$ cat config.mk
export PLATFORM = sky130hd
export DESIGN_NAME = xbus_pins
export DESIGN_NICKNAME = d
export VERILOG_FILES = /design/src/xbus_pkg.sv /design/src/xbus_decode.sv /design/src/xbus_pins.sv
export SDC_FILE = /design/constraint.sdc
export NUM_CORES = 1
export LEC_CHECK = 0
export BUFFER_PORTS_ARGS = -buffer_cell sky130_fd_sc_hd__buf_4
export CAP_MARGIN = 0
export CORE_MARGIN = 5
export CORE_UTILIZATION = 30
export CTS_BUF_LIST = sky130_fd_sc_hd__clkbuf_4 sky130_fd_sc_hd__clkbuf_8
export CTS_CLUSTER_SIZE = 10
export DETAILED_ROUTE_END_ITERATION = 16
export GPL_ROUTABILITY_DRIVEN = 1
export GPL_TIMING_DRIVEN = 0
export PLACE_DENSITY = 0.62
export RECOVER_POWER = 100
export SLEW_MARGIN = 20
export SYNTH_ARGS = -nofsm -noshare
export SYNTH_HDL_FRONTEND = slang
export SYNTH_SLANG_ARGS = --single-unit
$ cat constraint.sdc
create_clock -name clock -period 1.7 [get_ports clock]
set_input_delay 0.17 -clock clock [delete_from_list [all_inputs] [get_ports clock]]
set_output_delay 0.17 -clock clock [all_outputs]
set_load 0.02 [all_outputs]
$ cat src/xbus_pkg.sv
// xbus_pkg: constants shared by the external bus pin stage
// assumes a single 125 MHz clock domain and synchronous active-high reset
package xbus_pkg;
    localparam int unsigned ADDR_W      = 24;
    localparam int unsigned DATA_W      = 16;
    localparam logic        RW_READ     = 1'b1;
    localparam logic        RW_WRITE    = 1'b0;
    localparam logic        STB_IDLE    = 1'b1;
    localparam logic        STB_ACTIVE  = 1'b0;
    localparam logic        OE_DRIVE    = 1'b0;
    localparam logic        OE_FLOAT    = 1'b1;
    // cycles of an external bus cycle: address, strobe, finish
    localparam logic [1:0]  EXT_CYCLES  = 2'h3;
    localparam logic [1:0]  CNT_RST     = 2'h0;
    // on-chip window, the rest is off-chip
    localparam logic [23:0] ONCHIP_BASE = 24'h00F680;
    localparam logic [23:0] ONCHIP_TOP  = 24'h00FFFF;
    typedef enum logic [1:0] {
        ST_IDLE  = 2'b00,
        ST_INT   = 2'b01,
        ST_EXT   = 2'b10
    } bus_state_t;
endpackage
$ cat src/xbus_decode.sv
// xbus_decode: classifies an access address as on-chip or off-chip
// assumes the address is stable from the same clock domain
`timescale 1ns/1ps
module xbus_decode
    import xbus_pkg::*;
#(
    parameter int unsigned AW = ADDR_W
) (
    // address in
    input  wire logic [AW-1:0] addr,
    // classification out
    output logic               onchip
);
    // on-chip when the address lies inside the internal window
    always_comb begin
        onchip = (addr >= AW'(ONCHIP_BASE)) && (addr <= AW'(ONCHIP_TOP));
    end
endmodule

$ cat src/xbus_pins.sv
// xbus_pins: external bus pin stage driven by the processor core accesses
// assumes the core holds req and its fields until done; pins resolved outside
`timescale 1ns/1ps
module xbus_pins
    import xbus_pkg::*;
#(
    parameter int unsigned AW = ADDR_W,
    parameter int unsigned DW = DATA_W
) (
    // clock and reset
    input  wire logic          clock,
    input  wire logic          rst,
    // core access request
    input  wire logic          req,
    input  wire logic          wr,
    input  wire logic [AW-1:0] addr,
    input  wire logic [DW-1:0] wdata,
    output logic               done,
    output logic               onchip_sel,
    output logic [DW-1:0]      rdata,
    // external pins
    output logic [AW-1:0]      addr_pin,
    output logic [DW-1:0]      data_out,
    output logic               data_oe_n,
    input  wire logic [DW-1:0] data_in,
    output logic               rw_pin,
    output logic               address_strobe_n,
    output logic               data_strobe_n,
    output logic               rd_strobe_n,
    output logic               wr_strobe_n
);
    ////////////////////////////////////////////////////////////////////////
    bus_state_t        state_q, state_d;
    logic [1:0]        cnt_q, cnt_d;
    logic [AW-1:0]     addr_q, addr_d;
    logic [DW-1:0]     wdat_q, wdat_d;
    logic              wr_q, wr_d;
    logic [DW-1:0]     rdat_q, rdat_d;
    logic [DW-1:0]     sync1_q, sync2_q;
    logic              dec_onchip;

    xbus_decode #(.AW(AW)) u_dec (
        .addr   (addr),
        .onchip (dec_onchip)
    );

    // data pins pass two flops since they come from outside the clock
    always_ff @(posedge clock) begin
        if (rst) begin
            sync1_q <= '0;
            sync2_q <= '0;
        end else begin
            sync1_q <= data_in;
            sync2_q <= sync1_q;
        end
    end

    ////////////////////////////////////////////////////////////////////////
    // access sequencer; no external port exists into on-chip registers
    always_comb begin
        state_d = state_q;
        cnt_d   = cnt_q;
        addr_d  = addr_q;
        wdat_d  = wdat_q;
        wr_d    = wr_q;
        rdat_d  = rdat_q;
        unique case (state_q)
            ST_IDLE: begin
                if (req) begin
                    addr_d  = addr;
                    wdat_d  = wdata;
                    wr_d    = wr;
                    cnt_d   = CNT_RST;
                    state_d = dec_onchip ? ST_INT : ST_EXT;
                end
            end
            ST_INT: begin
                state_d = ST_IDLE; // internal access takes one cycle
            end
            ST_EXT: begin
                cnt_d = cnt_q + 2'h1;
                if (cnt_q == EXT_CYCLES - 2'h1) begin
                    // sample late so the synchroniser has settled
                    if (!wr_q)
                        rdat_d = sync2_q;
                    state_d = ST_IDLE;
                end
            end
            default: state_d = ST_IDLE;
        endcase
    end

    always_ff @(posedge clock) begin
        if (rst) begin
            state_q <= ST_IDLE;
            cnt_q   <= CNT_RST;
            addr_q  <= '0;
            wdat_q  <= '0;
            wr_q    <= 1'b0;
            rdat_q  <= '0;
        end else begin
            state_q <= state_d;
            cnt_q   <= cnt_d;
            addr_q  <= addr_d;
            wdat_q  <= wdat_d;
            wr_q    <= wr_d;
            rdat_q  <= rdat_d;
        end
    end

    ////////////////////////////////////////////////////////////////////////
    // pin levels; registered state only, so pins never glitch
    logic ext_act;
    logic busy;
    logic strobe_win;
    always_comb begin
        ext_act    = (state_q == ST_EXT);
        busy       = (state_q != ST_IDLE);
        strobe_win = ext_act && (cnt_q != CNT_RST);
        addr_pin   = addr_q;
        data_out   = wdat_q;
        data_oe_n  = (ext_act && wr_q) ? OE_DRIVE : OE_FLOAT;
        rw_pin     = (busy && wr_q) ? RW_WRITE : RW_READ;
        address_strobe_n = ext_act ? STB_ACTIVE : STB_IDLE;
        data_strobe_n    = strobe_win ? STB_ACTIVE : STB_IDLE;
        rd_strobe_n      = (strobe_win && !wr_q) ? STB_ACTIVE : STB_IDLE;
        wr_strobe_n      = (strobe_win && wr_q) ? STB_ACTIVE : STB_IDLE;
        done       = (state_q == ST_INT) ||
                     (ext_act && cnt_q == EXT_CYCLES - 2'h1);
        onchip_sel = (state_q == ST_INT);
        rdata      = rdat_q;
    end

    ////////////////////////////////////////////////////////////////////////
    property p_int_float;
        @(posedge clock) disable iff (rst)
        (state_q == ST_INT) |-> data_oe_n == OE_FLOAT;
    endproperty
    a_int_float: assert property (p_int_float) else $error("data driven on-chip");

    property p_int_strobes;
        @(posedge clock) disable iff (rst)
        (req && state_q == ST_IDLE && dec_onchip) |=> (address_strobe_n && data_strobe_n
            && rd_strobe_n && wr_strobe_n);
    endproperty
    a_int_strobes: assert property (p_int_strobes) else $error("strobe active on-chip");

    property p_addr_out;
        @(posedge clock) disable iff (rst)
        (req && state_q == ST_IDLE) |=> addr_pin == $past(addr);
    endproperty
    a_addr_out: assert property (p_addr_out) else $error("address not on pins");

    property p_rw_dir;
        @(posedge clock) disable iff (rst)
        (req && state_q == ST_IDLE) |=> rw_pin == !$past(wr);
    endproperty
    a_rw_dir: assert property (p_rw_dir) else $error("direction line wrong");

    property p_ext_cycle;
        @(posedge clock) disable iff (rst)
        (req && state_q == ST_IDLE && !dec_onchip) |=> !address_strobe_n [*3] ##0 done;
    endproperty
    a_ext_cycle: assert property (p_ext_cycle) else $error("external cycle malformed");

    // write data must stand on the pins in the first cycle the write strobe is low
    property p_ext_wdrive;
        @(posedge clock) disable iff (rst)
        (req && state_q == ST_IDLE && !dec_onchip && wr) |=> ##1 (!data_oe_n && !wr_strobe_n
            && data_out == $past(wdata, 2));
    endproperty
    a_ext_wdrive: assert property (p_ext_wdrive) else $error("write data not driven");

    // a read cycle opens with the address alone, then two strobed cycles
    property p_ext_rd_strobe;
        @(posedge clock) disable iff (rst)
        (req && state_q == ST_IDLE && !dec_onchip && !wr) |=> (rd_strobe_n && wr_strobe_n)
            ##1 (!rd_strobe_n && !data_strobe_n && wr_strobe_n) [*2];
    endproperty
    a_ext_rd_strobe: assert property (p_ext_rd_strobe) else $error("read strobes malformed");

    // an on-chip access ends in one cycle and never turns into a bus cycle
    property p_int_one_cycle;
        @(posedge clock) disable iff (rst)
        (req && state_q == ST_IDLE && dec_onchip) |=> (done && onchip_sel && address_strobe_n)
            ##1 !onchip_sel;
    endproperty
    a_int_one_cycle: assert property (p_int_one_cycle) else $error("on-chip access leaked");

    // between accesses nothing may look like a bus cycle to outside parts
    property p_idle_quiet;
        @(posedge clock) disable iff (rst)
        (state_q == ST_IDLE) |-> (address_strobe_n && data_strobe_n && rd_strobe_n && wr_strobe_n
            && data_oe_n == OE_FLOAT && rw_pin == RW_READ);
    endproperty
    a_idle_quiet: assert property (p_idle_quiet) else $error("pins active while idle");

    property p_no_ext_onchip;
        @(posedge clock) disable iff (rst)
        onchip_sel |-> address_strobe_n && data_oe_n;
    endproperty
    a_no_ext_onchip: assert property (p_no_ext_onchip) else $error("on-chip exposed");

    property p_rd_float;
        @(posedge clock) disable iff (rst)
        (ext_act && !wr_q) |-> data_oe_n == OE_FLOAT;
    endproperty
    a_rd_float: assert property (p_rd_float) else $error("data driven on read");

    c_int_rd: cover property (@(posedge clock) disable iff (rst) onchip_sel && rw_pin);
    c_int_wr: cover property (@(posedge clock) disable iff (rst) onchip_sel && !rw_pin);
    c_ext_wr: cover property (@(posedge clock) disable iff (rst) !wr_strobe_n);
    c_ext_rd: cover property (@(posedge clock) disable iff (rst) !rd_strobe_n);
    // an off-chip cycle that runs to its end
    c_ext_done: cover property (@(posedge clock) disable iff (rst) done && !onchip_sel);
endmodule

==> impl_metrics.env <==
export IMPL_ys_async_sr_fraction_pct=0
export IMPL_cellInternalPower_mw=3.12
export IMPL_hold_slack_ns=0.0154
export IMPL_power_switching_mw=1.26
export IMPL_worst_pin_slew_ns=0.577
export IMPL_ys_ff_latch=93
export IMPL_vias=2710
export IMPL_clk_latency_ns=0.36
export IMPL_drive_gt1_share_pct=21.1
export IMPL_core_mm2=0.0103
export IMPL_cts_max_level=3
export IMPL_critPathMaxFanout=4
export IMPL_num_rows=37
export IMPL_place_area_mm2=0.00424
export IMPL_stdcell_area_mm2=0.00428
export IMPL_dieArea_mm2=0.0127
export IMPL_dpl_cell_count=610
export IMPL_initial_utilization_pct=30.7
export IMPL_critPathCaptureType="primary output"
export IMPL_ys_warn_count=0
export IMPL_overflow=0
export IMPL_layout_cells_most_common_list="nand2_1, dfxtp_1, clkbuf_1"
export IMPL_ir_drop_uv=459
export IMPL_clockRootBuffer="clkbuf_8"
export IMPL_leakage_nw=1.71
export IMPL_wl_per_cell_um=12.6
export IMPL_swShare_pct=28.8
export IMPL_min_path_cells=2
export IMPL_crit_arrival_ns=1.48
export IMPL_hpwl_um=6010
export IMPL_fin_skew_ns=0.00965
export IMPL_path_buf_inv=2
export IMPL_gp_congestion=0.775
export IMPL_port_buffers=122
export IMPL_worstHoldStart="data_in[2]"
export IMPL_max_cap_viol_count=0
export IMPL_grt_usage_pct=12.7
export IMPL_via_per_inst=4.28
export IMPL_setup_ws_ns=0.0497
export IMPL_multi_input_area_mm2=0.00114
export IMPL_rr_worst_depth=6
export IMPL_grt_pass1_wl_um=13000
export IMPL_syn_to_final_growth_pct=35.7
export IMPL_p_per_area_mw_per_mm2=1020
export IMPL_synth_edf_count=0
export IMPL_drtIter0Drc=130
export IMPL_dr_pass1_iters=4
export IMPL_ys_flop_type="dfxtp_1"
export IMPL_syn_nets=414
export IMPL_hold_class="input pin to register"
export IMPL_clk_pin_slew_ns=0.11
export IMPL_dp_slack_ns=0.203
export IMPL_syn_area_mm2=0.00316
export IMPL_grt_max_degree=20
export IMPL_synth_top_area_cell="dfxtp_1"
export IMPL_p_comb_share_pct=13.1
export IMPL_n_fill_cell=1087
export IMPL_slew_headroom_pct=61.5
export IMPL_startpoint_type="register"
export IMPL_clk_path_buf_depth=2
export IMPL_n_antenna_cell=0
export IMPL_die_x_um=113
export IMPL_max_freq_mhz=606
export IMPL_status="finished clean"
export IMPL_syn_avg_cell_area_um2=8.97
export IMPL_fin_nets=554
export IMPL_numCtsBuffers=9
export IMPL_cts_tree="done"
export IMPL_final_common_cell="nand2_1"
export IMPL_ys_types=30
export IMPL_pwr_share_clk_pct=33.6
export IMPL_synth_top_cell_area_share_pct=59.0
export IMPL_hold_viol=0
export IMPL_syn_inst=352
export IMPL_grt_pass1_vias=2733
export IMPL_critPathTopFamily="simple AND/OR/NAND/NOR gates"
export IMPL_drc=0
export IMPL_slowest_stage="dfxtp_4"
export IMPL_cp_depth=4
export IMPL_antenna_found_initial=0
export IMPL_ys_seq_area_share_pct=59.0
export IMPL_slew_viol_final=0
export IMPL_ios=124
export IMPL_cp_required_ns=1.53
export IMPL_synthTopCellsByArea="dfxtp_1, nand2_1, a21oi_1, nor2b_1, clkbuf_1"
export IMPL_fin_cells=633
export IMPL_timing_worst_setup_path_type="register to primary output"
export IMPL_cts_sinks=93
export IMPL_crit_path_cell_trace="and2b_2 -> inv_4 -> or3_4 -> buf_6"
export IMPL_crit_start="state_q[0]"
export IMPL_crit_path_max_incr_delay_ns=0.37
export IMPL_period_share_pct=97.1
export IMPL_seq_area_mm2=0.00187
export IMPL_power_frac_seq_pct=53.4
export IMPL_reg2reg_from="state_q[0]"
export IMPL_die_height_um=113
export IMPL_postRouteAntennaNets=0
export IMPL_setup_viol=0
export IMPL_fin_crit_ns=1.65
export IMPL_wl_um=7970
==> flip-flops by register name, indices dropped and copies added (netlist names) <==
signal    flops
data_out     16
state_q       2
sync2_q      16
addr_pin     24
rdata        16
wr_q          1
sync1_q      16
cnt_q         2
==> final timing paths <==
check | slack (ns) | to
setup reg to reg | 0.13 | addr_pin[23]
hold reg to reg | 0.44 | rdata[7]
setup / recovery | 0.05 | rd_strobe_n
hold / removal | 0.02 | sync1_q[2]
==> power by group through the flow <==
stage	registers (mW)	logic (mW)	clock network [mW]
after floorplan	2.46	0.250	0
after global placement	2.38	0.609	0
after detailed placement	2.39	0.620	0
after CTS	2.34	0.634	1.52
after global routing	2.35	0.639	1.61
final	2.33	0.573	1.47
==> layout make-up <==
class                           instances  share of cell area [%]
Sequential cell                        93                    43.6
Multi-Input combinational cell        232                    26.6
Timing Repair Buffer                  129                    17.5
Tap cell                              136                    3.97
Buffer                                 23                    3.30
Clock buffer                            9                    2.89
Clock inverter                          7                    1.67
Inverter                                4                   0.409
==> repair_timing <==
action,CTS,global route
cloned,0,0
hold buffers,4,0
setup buffers,1,2
gates resized for setup,5,6
setup endpoints to repair,3,1
endpoints found under the hold margin,4,0
pin swaps,0,0
==> stage by stage <==
| step | utilization (%) | TNS (ns) | total power, mW |
|---|---|---|---|
| 6_report | 41.7 | 0 | 4.38 |
| 5_1_grt | 41.7 | -0.00337 | 4.60 |
| 4_1_cts | 43.7 | 0 | 4.49 |
| 3_5_place_dp | 41.3 | 0 | 3.01 |
| 3_3_place_gp | 41.3 | 0 | 2.99 |
| 2_1_floorplan | - | 0 | 2.71 |
==> synthesized netlist by cell type, types with 2 or more instances <==
cell / n
nand2_1: 118
dfxtp_1: 93
a21oi_1: 59
nor2b_1: 33
clkbuf_1: 9
buf_2: 6
inv_1: 4
a21o_1: 2
buf_4: 2
buf_6: 2
clkbuf_8: 2
ha_1: 2
nand3_1: 2
nor2_1: 2
==> cell families (layout without fill, tap and decap cells) <==
group                    count (synthesis)  after routing  synth area share [%]
flip-flops                              93             93                  59.0
AO/OA/AOI/OAI                           64             64                  10.6
buffers and inverters                   27            172                  5.19
AND/OR/NAND/NOR                        166            166                  24.5
adder cells (fa/ha/maj)                  2              2                 0.793
==> metal layers <==
| layer | vias to the layer above | GRT usage (%) | wire length (µm) |
|---|---|---|---|
| met5 | - | 0 | 0 |
| met4 | 0 | 4.09 | 65 |
| met1 | 1218 | 14.8 | 3490 |
| met2 | 81 | 20.5 | 3700 |
| met3 | 5 | 6.04 | 714 |
| li1 | 1406 | - | - |
Power figures use the tool's default switching activity.
